## src/inc/bridge_regs_defines.svh

```systemverilog
/*
 * Register offsets, reset values, field positions, encodings and timing
 * counts of the bridge configuration register bank.
 * Assumes a single core clock with a 20 ns period.
 */
`ifndef BRIDGE_REGS_DEFINES_SVH
`define BRIDGE_REGS_DEFINES_SVH

// ----------------------------------------------------------------------
// Register offsets
// ----------------------------------------------------------------------
`define REG_BAUD_LOW        8'h00
`define REG_BAUD_HIGH       8'h01
`define REG_PIN_CFG_LOW     8'h02
`define REG_PIN_CFG_HIGH    8'h03
`define REG_PIN_LEVEL       8'h04
`define REG_RESERVED        8'h05
`define REG_OWN_ADDR        8'h06
`define REG_SCL_LOW         8'h07
`define REG_SCL_HIGH        8'h08
`define REG_SCL_TIMEOUT     8'h09
`define REG_FRAME_STATUS    8'h0a

// ----------------------------------------------------------------------
// Reset values
// ----------------------------------------------------------------------
`define RST_BAUD_LOW        8'hf0
`define RST_BAUD_HIGH       8'h02
`define RST_PIN_CFG         8'h55
`define RST_PIN_LATCH       8'hff
`define RST_RESERVED        8'h00
`define RST_OWN_ADDR        8'h26
`define RST_SCL_LOW         8'h13
`define RST_SCL_HIGH        8'h13
`define RST_SCL_TIMEOUT     8'h66

// ----------------------------------------------------------------------
// Fields and codes
// ----------------------------------------------------------------------
`define TO_ENABLE_BIT       0
`define TO_VALUE_MSB        7
`define TO_VALUE_LSB        1
`define OWN_ADDR_MSB        7
`define OWN_ADDR_LSB        1
`define STAT_UPPER          4'hf
`define STAT_OK             4'h0
`define STAT_NO_ACK_ADDRESS 4'h1
`define STAT_NO_ACK_DATA    4'h2
`define STAT_TIMEOUT        4'h8
`define PIN_CFG_QUASI       2'h0
`define PIN_CFG_INPUT       2'h1
`define PIN_CFG_PUSH_PULL   2'h2
`define PIN_CFG_OPEN_DRAIN  2'h3
`define PIN_COUNT           8
`define BAUD_BASE           17'h00010

// ----------------------------------------------------------------------
// Timing
// ----------------------------------------------------------------------
`define CLK_PERIOD_NS       20
`define TO_UNIT_NS          4444444
`define TO_UNIT_CYCLES      (`TO_UNIT_NS / `CLK_PERIOD_NS)

`endif

```

## src/inc/bridge_regs_pkg.sv

```systemverilog
/*
 * Types shared by the bridge register bank and its pin bank.
 * Assumes the defines header supplies all numeric constants.
 */
package bridge_regs_pkg;

	typedef logic [1:0] pin_cfg_t;

	typedef enum logic [1:0] {
		PH_IDLE,
		PH_HIGH,
		PH_LOW
	} scl_phase_e;

endpackage

```

## src/inc/pin_ctrl_if.sv

```systemverilog
/*
 * Carrier between the register bank and the pin bank.
 * Assumes both ends run on the same clock.
 */
`timescale 1ns/100ps
`default_nettype none

interface pin_ctrl_if;
	bridge_regs_pkg::pin_cfg_t cfg [0:7];
	logic [7:0]                latch;
	logic [7:0]                level;

	modport ctrl
	(
		output cfg,
		output latch,
		input  level
	);

	modport bank
	(
		input  cfg,
		input  latch,
		output level
	);
endinterface

`default_nettype wire

```

## src/rtl/pin_bank.sv

```systemverilog
/*
 * Eight programmable I/O pin drivers and input synchronisers.
 * Assumes configuration and latch come from the register bank on the
 * same clock and that pad logic resolves drive, enable and pull-up.
 */
`include "bridge_regs_defines.svh"
`timescale 1ns/100ps
`default_nettype none

module pin_bank
(
	input  wire logic   CLK_I,
	input  wire logic   RST_N_I,
	pin_ctrl_if.bank    ctl,
	input  wire logic [7:0] GPIO_I,
	output logic      [7:0] GPIO_O,
	output logic      [7:0] GPIO_OE_N_O,
	output logic      [7:0] GPIO_WEAK_PU_O
);

	// ------------------------------------------------------------------
	// Input synchronisers
	// ------------------------------------------------------------------
	logic [7:0] sync_a;
	logic [7:0] sync_b;
	logic [7:0] sync_c;
	logic [7:0] level;

	always_ff @(posedge CLK_I or negedge RST_N_I)
	begin
		if (!RST_N_I)
		begin
			sync_a <= 8'h00;
			sync_b <= 8'h00;
			sync_c <= 8'h00;
		end
		else
		begin
			sync_a <= GPIO_I;
			sync_b <= sync_a;
			sync_c <= sync_b;
		end
	end

	always_ff @(posedge CLK_I or negedge RST_N_I)
	begin
		if (!RST_N_I)
			level <= 8'h00;
		else
			level <= (~(sync_b ^ sync_c) & sync_c) | ((sync_b ^ sync_c) & level);
	end

	assign ctl.level = level;

	// ------------------------------------------------------------------
	// Pin drivers
	// ------------------------------------------------------------------
	genvar p;
	generate
		for (p = 0; p < `PIN_COUNT; p++)
		begin : g_pin
			always_comb
			begin
				GPIO_O[p]         = 1'b0;
				GPIO_OE_N_O[p]    = 1'b1;
				GPIO_WEAK_PU_O[p] = 1'b0;
				unique case (ctl.cfg[p])
					`PIN_CFG_QUASI:
					begin
						GPIO_OE_N_O[p]    = ctl.latch[p];
						GPIO_WEAK_PU_O[p] = ctl.latch[p];
					end
					`PIN_CFG_INPUT:
					begin
						GPIO_OE_N_O[p] = 1'b1;
					end
					`PIN_CFG_PUSH_PULL:
					begin
						GPIO_O[p]      = ctl.latch[p];
						GPIO_OE_N_O[p] = 1'b0;
					end
					`PIN_CFG_OPEN_DRAIN:
					begin
						GPIO_OE_N_O[p] = ctl.latch[p];
					end
				endcase
			end

			quasi_drive_a : assert property (@(posedge CLK_I) disable iff (!RST_N_I)
				ctl.cfg[p] == `PIN_CFG_QUASI |-> (GPIO_WEAK_PU_O[p] == ctl.latch[p])
				&& (GPIO_OE_N_O[p] == ctl.latch[p]) && !GPIO_O[p])
				else $error("quasi pin drive wrong");
			input_off_a : assert property (@(posedge CLK_I) disable iff (!RST_N_I)
				ctl.cfg[p] == `PIN_CFG_INPUT |-> GPIO_OE_N_O[p] && !GPIO_WEAK_PU_O[p])
				else $error("input pin is driven");
			push_pull_a : assert property (@(posedge CLK_I) disable iff (!RST_N_I)
				ctl.cfg[p] == `PIN_CFG_PUSH_PULL |-> !GPIO_OE_N_O[p]
				&& (GPIO_O[p] == ctl.latch[p]))
				else $error("push-pull pin drive wrong");
			open_drain_a : assert property (@(posedge CLK_I) disable iff (!RST_N_I)
				ctl.cfg[p] == `PIN_CFG_OPEN_DRAIN |-> !GPIO_WEAK_PU_O[p] && !GPIO_O[p]
				&& (GPIO_OE_N_O[p] == ctl.latch[p]))
				else $error("open-drain pin drive wrong");
		end
	endgenerate

	level_filter_a : assert property (@(posedge CLK_I) disable iff (!RST_N_I)
		(sync_b != sync_c) |=> $stable(level))
		else $error("pin level took an unsettled input");

endmodule

`default_nettype wire

```

## src/rtl/uart_i2c_bridge_config_regs.sv

```systemverilog
/*
 * Configuration register bank of a serial-to-bus master bridge: baud
 * divisor and rate tick, pin configuration and levels, own address,
 * SCL phase timing, SCL stuck time-out and frame status.
 * Assumes the command parser presents one register access per strobe
 * and the bus engine reports steps and frame ends on the same clock.
 */
// Overview of operation
// - Serial bit rate comes from a programmable counter in the rate generator.
// - Rate equals clock divided by sixteen plus the sixteen-bit divisor.
// - Host writes low then high divisor; new rate applies on high write.
// - Each pin has a two-bit mode: quasi, input, push-pull, open-drain.
// - Pins 0-3 configured by low config register, 4-7 by high.
// - Quasi pin: weak high when latch is 1, strong low when 0.
// - Input-only pin never drives and acts only as sampled input.
// - Push-pull pin drives latch value strongly, high and low.
// - Open-drain pin has no pull-ups, pulls low only on latch 0.
// - Reading pin level returns the actual state of all eight pins.
// - Writing pin level updates each output pin's latch.
// - After reset every pin is an input; level reflects external pins.
// - Own address sits in bits 7:1, MSB first; bit 0 written zero.
// - SCL frequency is clock over twice the high plus low counts.
// - SCL high and low phases timed independently from their registers.
// - With time-out enabled, SCL held low too long resets the engine.
// - Time-out counter reloads on every engine state transition.
// - Time-out register: bit 0 enable, bits 7:1 time-out value.
// - Time-out period is value times 256 over 57600 seconds.
// - Status reads upper nibble ones, lower nibble the frame result.
// - Register writes arrive as address and data pairs, applied at once.
// - Register reads return each addressed register's contents.
`include "bridge_regs_defines.svh"
`timescale 1ns/100ps
`default_nettype none

module uart_i2c_bridge_config_regs
#(
	parameter int TO_UNIT_CYCLES = `TO_UNIT_CYCLES,
	parameter int TO_PRE_W       = 18,
	parameter int BAUD_CNT_W     = 17
)
(
	input  wire logic        CLK_I,
	input  wire logic        RST_N_I,
	input  wire logic        REG_WR_I,
	input  wire logic        REG_RD_I,
	input  wire logic  [7:0] REG_ADDR_I,
	input  wire logic  [7:0] REG_WDATA_I,
	output logic       [7:0] REG_RDATA_O,
	output logic             REG_RVALID_O,
	output logic             BAUD_TICK_O,
	output logic      [15:0] BAUD_DIVISOR_O,
	output logic       [6:0] OWN_ADDR_O,
	input  wire logic        BUS_ACTIVE_I,
	input  wire logic        FSM_STEP_I,
	input  wire logic        SCL_I,
	output logic             SCL_LOW_O,
	output logic             BUS_RESET_O,
	input  wire logic        FRAME_DONE_I,
	input  wire logic  [3:0] FRAME_RESULT_I,
	input  wire logic  [7:0] GPIO_I,
	output logic       [7:0] GPIO_O,
	output logic       [7:0] GPIO_OE_N_O,
	output logic       [7:0] GPIO_WEAK_PU_O
);

	function automatic logic hit(input logic [7:0] addr, input logic [7:0] offset);
		hit = (addr == offset);
	endfunction

	// ------------------------------------------------------------------
	// Register storage
	// ------------------------------------------------------------------
	logic [7:0] baud_low;
	logic [7:0] baud_high;
	logic [7:0] pin_cfg_low;
	logic [7:0] pin_cfg_high;
	logic [7:0] pin_latch;
	logic [7:0] own_addr;
	logic [7:0] scl_low_cnt;
	logic [7:0] scl_high_cnt;
	logic [7:0] scl_timeout;
	logic [3:0] frame_code;
	logic       timeout_hit;

	pin_ctrl_if pins ();

	always_ff @(posedge CLK_I or negedge RST_N_I)
	begin
		if (!RST_N_I)
		begin
			baud_low     <= `RST_BAUD_LOW;
			baud_high    <= `RST_BAUD_HIGH;
			own_addr     <= `RST_OWN_ADDR;
			scl_low_cnt  <= `RST_SCL_LOW;
			scl_high_cnt <= `RST_SCL_HIGH;
			scl_timeout  <= `RST_SCL_TIMEOUT;
		end
		else if (REG_WR_I)
		begin
			if (hit(REG_ADDR_I, `REG_BAUD_LOW))
				baud_low <= REG_WDATA_I;
			if (hit(REG_ADDR_I, `REG_BAUD_HIGH))
				baud_high <= REG_WDATA_I;
			if (hit(REG_ADDR_I, `REG_OWN_ADDR))
				own_addr <= REG_WDATA_I;
			if (hit(REG_ADDR_I, `REG_SCL_LOW))
				scl_low_cnt <= REG_WDATA_I;
			if (hit(REG_ADDR_I, `REG_SCL_HIGH))
				scl_high_cnt <= REG_WDATA_I;
			if (hit(REG_ADDR_I, `REG_SCL_TIMEOUT))
				scl_timeout <= REG_WDATA_I;
		end
	end

	// all pins come up as inputs
	always_ff @(posedge CLK_I or negedge RST_N_I)
	begin
		if (!RST_N_I)
		begin
			pin_cfg_low  <= `RST_PIN_CFG;
			pin_cfg_high <= `RST_PIN_CFG;
			pin_latch    <= `RST_PIN_LATCH;
		end
		else if (REG_WR_I)
		begin
			if (hit(REG_ADDR_I, `REG_PIN_CFG_LOW))
				pin_cfg_low <= REG_WDATA_I;
			if (hit(REG_ADDR_I, `REG_PIN_CFG_HIGH))
				pin_cfg_high <= REG_WDATA_I;
			if (hit(REG_ADDR_I, `REG_PIN_LEVEL))
				pin_latch <= REG_WDATA_I;
		end
	end

	assign OWN_ADDR_O = own_addr[`OWN_ADDR_MSB:`OWN_ADDR_LSB];

	// ------------------------------------------------------------------
	// Pin bank
	// ------------------------------------------------------------------
	genvar g;
	generate
		for (g = 0; g < 4; g++)
		begin : g_cfg
			assign pins.cfg[g]     = pin_cfg_low[2*g+1:2*g];
			assign pins.cfg[g + 4] = pin_cfg_high[2*g+1:2*g];
		end
	endgenerate

	assign pins.latch = pin_latch;

	pin_bank u_pin_bank
	(
		.CLK_I          (CLK_I),
		.RST_N_I        (RST_N_I),
		.ctl            (pins.bank),
		.GPIO_I         (GPIO_I),
		.GPIO_O         (GPIO_O),
		.GPIO_OE_N_O    (GPIO_OE_N_O),
		.GPIO_WEAK_PU_O (GPIO_WEAK_PU_O)
	);

	// ------------------------------------------------------------------
	// Read port
	// ------------------------------------------------------------------
	// registered read data
	always_ff @(posedge CLK_I or negedge RST_N_I)
	begin
		if (!RST_N_I)
		begin
			REG_RDATA_O  <= 8'h00;
			REG_RVALID_O <= 1'b0;
		end
		else
		begin
			REG_RVALID_O <= REG_RD_I;
			if (REG_RD_I)
			begin
				unique case (REG_ADDR_I)
					`REG_BAUD_LOW:     REG_RDATA_O <= baud_low;
					`REG_BAUD_HIGH:    REG_RDATA_O <= baud_high;
					`REG_PIN_CFG_LOW:  REG_RDATA_O <= pin_cfg_low;
					`REG_PIN_CFG_HIGH: REG_RDATA_O <= pin_cfg_high;
					`REG_PIN_LEVEL:    REG_RDATA_O <= pins.level;
					`REG_OWN_ADDR:     REG_RDATA_O <= own_addr;
					`REG_SCL_LOW:      REG_RDATA_O <= scl_low_cnt;
					`REG_SCL_HIGH:     REG_RDATA_O <= scl_high_cnt;
					`REG_SCL_TIMEOUT:  REG_RDATA_O <= scl_timeout;
					`REG_FRAME_STATUS: REG_RDATA_O <= {`STAT_UPPER, frame_code};
					default:           REG_RDATA_O <= `RST_RESERVED;
				endcase
			end
		end
	end

	// ------------------------------------------------------------------
	// Baud rate generator
	// ------------------------------------------------------------------
	logic [BAUD_CNT_W-1:0] baud_cnt;
	logic [BAUD_CNT_W-1:0] baud_last;

	always_ff @(posedge CLK_I or negedge RST_N_I)
	begin
		if (!RST_N_I)
			BAUD_DIVISOR_O <= {`RST_BAUD_HIGH, `RST_BAUD_LOW};
		else if (REG_WR_I && hit(REG_ADDR_I, `REG_BAUD_HIGH))
			BAUD_DIVISOR_O <= {REG_WDATA_I, baud_low};
	end

	assign baud_last = BAUD_CNT_W'(`BAUD_BASE + {1'b0, BAUD_DIVISOR_O} - 17'h00001);

	always_ff @(posedge CLK_I or negedge RST_N_I)
	begin
		if (!RST_N_I)
		begin
			baud_cnt    <= '0;
			BAUD_TICK_O <= 1'b0;
		end
		else if (baud_cnt >= baud_last)
		begin
			baud_cnt    <= '0;
			BAUD_TICK_O <= 1'b1;
		end
		else
		begin
			baud_cnt    <= baud_cnt + 1'b1;
			BAUD_TICK_O <= 1'b0;
		end
	end

	// ------------------------------------------------------------------
	// SCL phase timing
	// ------------------------------------------------------------------
	bridge_regs_pkg::scl_phase_e phase;
	logic [8:0] phase_cnt;
	logic [8:0] phase_len;

	always_comb
	begin
		unique case (phase)
			bridge_regs_pkg::PH_HIGH: phase_len = {scl_high_cnt, 1'b0};
			bridge_regs_pkg::PH_LOW:  phase_len = {scl_low_cnt, 1'b0};
			bridge_regs_pkg::PH_IDLE: phase_len = 9'h000;
			default:                  phase_len = 9'h000;
		endcase
	end

	always_ff @(posedge CLK_I or negedge RST_N_I)
	begin
		if (!RST_N_I)
		begin
			phase     <= bridge_regs_pkg::PH_IDLE;
			phase_cnt <= 9'h000;
		end
		else if (!BUS_ACTIVE_I)
		begin
			phase     <= bridge_regs_pkg::PH_IDLE;
			phase_cnt <= 9'h000;
		end
		else
		begin
			unique case (phase)
				bridge_regs_pkg::PH_IDLE:
				begin
					phase     <= bridge_regs_pkg::PH_LOW;
					phase_cnt <= 9'h000;
				end
				bridge_regs_pkg::PH_HIGH,
				bridge_regs_pkg::PH_LOW:
				begin
					if (phase_cnt + 9'h001 >= phase_len)
					begin
						phase     <= (phase == bridge_regs_pkg::PH_LOW) ?
							bridge_regs_pkg::PH_HIGH : bridge_regs_pkg::PH_LOW;
						phase_cnt <= 9'h000;
					end
					else
						phase_cnt <= phase_cnt + 9'h001;
				end
			endcase
		end
	end

	assign SCL_LOW_O = (phase == bridge_regs_pkg::PH_LOW);

	// ------------------------------------------------------------------
	// SCL stuck time-out
	// ------------------------------------------------------------------
	logic                scl_a;
	logic                scl_b;
	logic                scl_c;
	logic                scl_level;
	logic [TO_PRE_W-1:0] to_pre;
	logic [6:0]          to_left;
	logic                to_enable;
	logic [6:0]          to_value;

	assign to_enable = scl_timeout[`TO_ENABLE_BIT];
	assign to_value  = scl_timeout[`TO_VALUE_MSB:`TO_VALUE_LSB];

	always_ff @(posedge CLK_I or negedge RST_N_I)
	begin
		if (!RST_N_I)
		begin
			scl_a     <= 1'b1;
			scl_b     <= 1'b1;
			scl_c     <= 1'b1;
			scl_level <= 1'b1;
		end
		else
		begin
			scl_a <= SCL_I;
			scl_b <= scl_a;
			scl_c <= scl_b;
			if (scl_b == scl_c)
				scl_level <= scl_c;
		end
	end

	always_ff @(posedge CLK_I or negedge RST_N_I)
	begin
		if (!RST_N_I)
		begin
			to_pre      <= '0;
			to_left     <= 7'h00;
			timeout_hit <= 1'b0;
		end
		else if (!BUS_ACTIVE_I || FSM_STEP_I || scl_level || !to_enable)
		begin
			to_pre      <= '0;
			to_left     <= to_value;
			timeout_hit <= 1'b0;
		end
		else if (to_pre == TO_PRE_W'(TO_UNIT_CYCLES - 1))
		begin
			to_pre      <= '0;
			timeout_hit <= (to_left <= 7'h01);
			to_left     <= (to_left <= 7'h01) ? to_value : to_left - 7'h01;
		end
		else
		begin
			to_pre      <= to_pre + 1'b1;
			timeout_hit <= 1'b0;
		end
	end

	assign BUS_RESET_O = timeout_hit;

	// ------------------------------------------------------------------
	// Frame status
	// ------------------------------------------------------------------
	// updated at each frame end and on a time-out, time-out first
	always_ff @(posedge CLK_I or negedge RST_N_I)
	begin
		if (!RST_N_I)
			frame_code <= `STAT_OK;
		else if (timeout_hit)
			frame_code <= `STAT_TIMEOUT;
		else if (FRAME_DONE_I)
			frame_code <= FRAME_RESULT_I;
	end

	// ------------------------------------------------------------------
	// Checks
	// ------------------------------------------------------------------
	baud_apply_a : assert property (@(posedge CLK_I) disable iff (!RST_N_I)
		REG_WR_I && REG_ADDR_I == `REG_BAUD_HIGH
		|=> BAUD_DIVISOR_O == {$past(REG_WDATA_I), baud_low})
		else $error("divisor not applied on high write");
	baud_hold_a : assert property (@(posedge CLK_I) disable iff (!RST_N_I)
		!(REG_WR_I && REG_ADDR_I == `REG_BAUD_HIGH) |=> $stable(BAUD_DIVISOR_O))
		else $error("divisor changed without high write");
	baud_period_a : assert property (@(posedge CLK_I) disable iff (!RST_N_I)
		BAUD_TICK_O && $stable(BAUD_DIVISOR_O) |=> !BAUD_TICK_O)
		else $error("rate tick period shorter than divisor");
	read_valid_a : assert property (@(posedge CLK_I) disable iff (!RST_N_I)
		REG_RD_I |=> REG_RVALID_O)
		else $error("read not answered next cycle");
	status_upper_a : assert property (@(posedge CLK_I) disable iff (!RST_N_I)
		REG_RD_I && REG_ADDR_I == `REG_FRAME_STATUS |=> REG_RDATA_O[7:4] == `STAT_UPPER)
		else $error("status upper nibble not ones");
	status_hold_a : assert property (@(posedge CLK_I) disable iff (!RST_N_I)
		!FRAME_DONE_I && !timeout_hit |=> $stable(frame_code))
		else $error("status changed without frame end");
	timeout_code_a : assert property (@(posedge CLK_I) disable iff (!RST_N_I)
		timeout_hit |=> frame_code == `STAT_TIMEOUT)
		else $error("time-out not reported");
	timeout_reload_a : assert property (@(posedge CLK_I) disable iff (!RST_N_I)
		FSM_STEP_I |=> to_left == $past(to_value) && to_pre == '0 && !timeout_hit)
		else $error("time-out not reloaded on step");
	timeout_off_a : assert property (@(posedge CLK_I) disable iff (!RST_N_I)
		!to_enable |=> !BUS_RESET_O)
		else $error("time-out fired while disabled");
	scl_high_len_a : assert property (@(posedge CLK_I) disable iff (!RST_N_I)
		BUS_ACTIVE_I && $rose(phase == bridge_regs_pkg::PH_HIGH) && scl_high_cnt != 8'h00
		|=> phase == bridge_regs_pkg::PH_HIGH)
		else $error("SCL high phase too short");

endmodule

`default_nettype wire

```

## config.mk

```make
export PLATFORM = sky130hd
export DESIGN_NAME = uart_i2c_bridge_config_regs
export DESIGN_NICKNAME = d
export VERILOG_FILES = /design/src/inc/bridge_regs_pkg.sv /design/src/inc/pin_ctrl_if.sv /design/src/rtl/pin_bank.sv /design/src/rtl/uart_i2c_bridge_config_regs.sv
export VERILOG_INCLUDE_DIRS = /design/src /design/src/inc
export SDC_FILE = /design/constraint.sdc
export NUM_CORES = 1
export LEC_CHECK = 0
export ABC_AREA = 0
export BUFFER_PORTS_ARGS = -buffer_cell sky130_fd_sc_hd__buf_2
export CAP_MARGIN = 10
export CORE_ASPECT_RATIO = 2
export CORE_MARGIN = 5
export CORE_UTILIZATION = 44
export CTS_CLUSTER_DIAMETER = 200
export CTS_CLUSTER_SIZE = 14
export DETAILED_ROUTE_END_ITERATION = 8
export PLACE_DENSITY = 0.69
export SKIP_LAST_GASP = 1
export SYNTH_ARGS = -nofsm -noshare
export SYNTH_HDL_FRONTEND = slang
export SYNTH_SLANG_ARGS = --single-unit
```

## constraint.sdc

```tcl
create_clock -name CLK_I -period 3.3 [get_ports CLK_I]
set_input_delay 0.825 -clock CLK_I [delete_from_list [all_inputs] [get_ports CLK_I]]
set_output_delay 0.825 -clock CLK_I [all_outputs]
set_load 0.01 [all_outputs]
```

==> flow_summary.toml <==
[placed_design]
dpl.hpwl_mm = 18.8
routability_congestion_estimate_from_global_placement = 0.979
buffer_ports.inserted = 94
place_area_sq_um = 10400

[worst_setup_path]
startpoint = "BAUD_DIVISOR_O[5]"
reg2regPathDepth = 11
cp.required_ns = 3.66
setup.worst_path.class = "reg -> reg"
worstPathMaxFanout = 18
critical_register_to_register_path_endpoint = "baud_cnt[11]"
worstReg2RegStart = "BAUD_DIVISOR_O[5]"
max_stage_delay_ns = 0.59
critical_path.most_common_cell = "nand4_1"
cp.buffers_inverters = 1
worstPathArrival_ns = 3.26
crit_path_start_kind = "flip-flop"
crit_path_cell_trace = "nand4_1 > a211oi_2 > nand4_1 > xor2_1 > ha_1 > a21oi_1 > o21ai_0 > a2111oi_0 > o21ai_1 > buf_4 > nor2_1"
crit_family = "compound AO/OA/AOI/OAI gates"
critPathCaptureType = "flip-flop"
ff2ff_setup_slack_ns = 0.40
critPathCapture = "baud_cnt[11]"
crit_slowest_cell = "dfstp_2"
worstSetupPathDepth = 11

[global_route]
number_of_global_route_vias_before_repair = 7101
grt.overflow.total = 0
grt_first_pass_wirelength_mm = 39.0
global_router_s_overall_resource_usage_pct = 20.3
largest_net_degree_at_the_start_of_global_routing = 67
grt_antenna_before_repair = 0

[synth]
syn_nets = 940
synthesis.area_per_instance_sq_um = 11.3
ys_top_cells_by_count = "dfrtp_1, mux2_2, nor2_1"
synth_seq_cells = 184
synth_cells = 854
synth_area_leaders = "dfrtp_1, dfstp_2, mux2_2, ha_1, xor2_1"
synthFlopType = "dfrtp_1"
asyncSetResetFlopFracSynth_pct = 100
synthDistinctLibCells = 69
synthesis.area_sq_um = 9610
leading_cell_type_by_number_of_instances_after_synthesis = "dfrtp_1"
yosys_warnings = 0
post_synth_edffs = 0
netlist.top_cell.by_area = "dfrtp_1"
post_synthesis_sequential_area_ratio_pct = 48.5
netlist.area_leader.share_pct = 37.0

[finish]
layout.filler_cells = 1933
layout.nets = 1031
areaGrowthSynthToFinish_pct = 14.2
final_design_utilization_pct = 50.8
number_of_inserted_diodes = 0
finish.instance_area_sq_um = 11000
drive_gt1_share_pct = 29.3

[floorplan]
die-area_sq_um = 25100
die_width_um = 114
placementRows = 76
chipHeight_um = 219
starting_density_pct = 44.5
floorplan.io_pins = 95
coreArea_sq_um = 21600

[status]
outcome = "finished clean"

[power_and_ir_drop]
peak_supply_drop_v = 0.000461
power.net_switching_mw = 1.35
share_seq_of_total_power_pct = 48.4
power.share.combinational_pct = 11.3
netSwitchingFraction_pct = 25.9
internal_power_mw = 3.85
power_density_nw_per_um2 = 474
clkPwrFrac_pct = 40.3
leakagePower_nw = 5.04

[clock_network]
cts_num_sinks = 184
cts_h_tree_depth = 4
cts_buffers = 17
cts_root_buf = "clkbuf_16"
insertion_delay_ns = 0.44
cts_buffer_depth = 2
cts.clk_slew.worst_paths_ns = 0.07
tritoncts_clock_tree = "built"

[job]
max_cap_violations = 0

[routing]
first_iter_violations = 523
route.final.wire_length_mm = 24.6
post-route-drc-count = 0
route.vias.total = 6927
vias_per_cell = 5.63
drtPass1Iterations = 5
wire_per_inst_um = 20.0
postRouteAntennaNets = 0

[sta]
hold_viol_final = 0
max_freq_mhz = 345
tightest_slew_ns = 0.651
min_period_ns = 2.90
setup_viol_count_final = 0
final.setup.tns_ns = 0
period_share_pct = 87.9
rsz0062_at_grt = "no"
timing.slew.headroom_pct = 56.3
timing.final.max_slew_violations = 0
finClkSkew_ns = 0.00947

[worst_hold_path]
hold_path_class = "reg -> reg"
## repair_timing
action,in CTS,in global routing
gates resized for setup,0,2
setup buffers,0,0
setup endpoints to repair,0,17
hold buffers,0,0
## state kept, by name, indices dropped and copies added, names as in the netlist, 7 cells and up, named ones only
name,flops
to_left,7
to_pre,18
baud_low,8
REG_RDATA_O,8
scl_timeout,8
scl_high_cnt,8
u_pin_bank.sync_a,8
u_pin_bank.sync_b,8
baud_cnt,17
baud_high,8
BAUD_DIVISOR_O,8
phase_cnt,9
pin_cfg_high,8
pin_cfg_low,8
own_addr,8
u_pin_bank.sync_c,8
scl_low_cnt,8
pin_latch,8
## worst min path at each step
| stage | start | endpoint | slack, ns | cells past startpoint |
|---|---|---|---|---|
| global placement | u_pin_bank.sync_a[5] | u_pin_bank.sync_b[5] | 0.33 | 0 |
| CTS | u_pin_bank.sync_a[6] | u_pin_bank.sync_b[6] | 0.35 | 0 |
| floorplan | u_pin_bank.sync_a[0] | u_pin_bank.sync_b[0] | 0.33 | 0 |
| detailed placement | u_pin_bank.sync_a[6] | u_pin_bank.sync_b[6] | 0.34 | 0 |
| finish | u_pin_bank.sync_a[6] | u_pin_bank.sync_b[6] | 0.34 | 0 |
| global route | u_pin_bank.sync_a[2] | u_pin_bank.sync_b[2] | 0.36 | 0 |
## power by group through the flow
stage	logic [mW]	clock network [mW]	registers, mW
after floorplan	0.365	0	2.51
after global placement	0.575	0	2.55
after detailed placement	0.592	0	2.55
after CTS	0.594	2.13	2.51
after global routing	0.661	2.22	2.52
final	0.589	2.10	2.51
## final cells by class
cell class | instances | area (sq um) | share of cell area, %
repair buffers | 106 | 589 | 5.37
multi-input cells | 592 | 4620 | 42.1
flip-flops and latches | 184 | 4660 | 42.4
clock inverters | 10 | 145 | 1.32
clock buffers | 22 | 454 | 4.14
well taps | 273 | 342 | 3.11
inverters | 44 | 165 | 1.50
## routing by layer
metal / vias to the layer above / GRT usage (%) / share of wire (%)
met5: - / 0 / 0
met4: 0 / 10.6 / 5.3
met3: 55 / 3.48 / 3.2
met2: 180 / 38.3 / 56
met1: 3471 / 20.8 / 36
li1: 3221 / - / -
## metrics by stage
step                cells  setup slack [ns]  hold WS [ns]  total power, mW
global route         1231             0.116         0.355             5.40
floorplan             854             0.392         0.331             2.87
detailed placement   1198             0.223         0.336             3.14
global placement     1198             0.331         0.333             3.12
CTS                  1230             0.213         0.349             5.23
finish               1231             0.400         0.344             5.20
## worst reg2reg max path, stage by stage (launching register included)
cell,delay [ns]
dfstp_2,0.59
nand4_1,0.15
a211oi_2,0.36
nand4_1,0.15
xor2_1,0.16
ha_1,0.31
a21oi_1,0.17
o21ai_0,0.10
a2111oi_0,0.37
o21ai_1,0.12
buf_4,0.21
nor2_1,0.12
## kinds of logic after synthesis
group           after synthesis  share of synthesized area (%)
buf+inv                      78                           3.55
flops                       184                           48.5
compound gates              107                           7.80
simple gates                265                           15.0
mux                         110                           13.0
fa+ha+maj                    59                           7.45
xor+xnor                     51                           4.65
## placed cells by master, fill, tap and decap left out, types with 10 or more instances in the layout
master	n
clkbuf_16	17
and3_1	19
dfstp_2	42
mux2_2	72
mux2i_1	27
o21ai_0	16
buf_2	93
nor2_1	68
xnor2_1	18
nand3_1	31
nand2_1	39
inv_1	43
a21oi_1	21
xor2_1	33
nor3_1	11
mux2_4	10
nand4_1	19
nor2b_1	13
dfrtp_1	142
a22oi_1	12
and2_1	21
ha_1	50
Note: power is estimated with default switching activity, not from simulation.
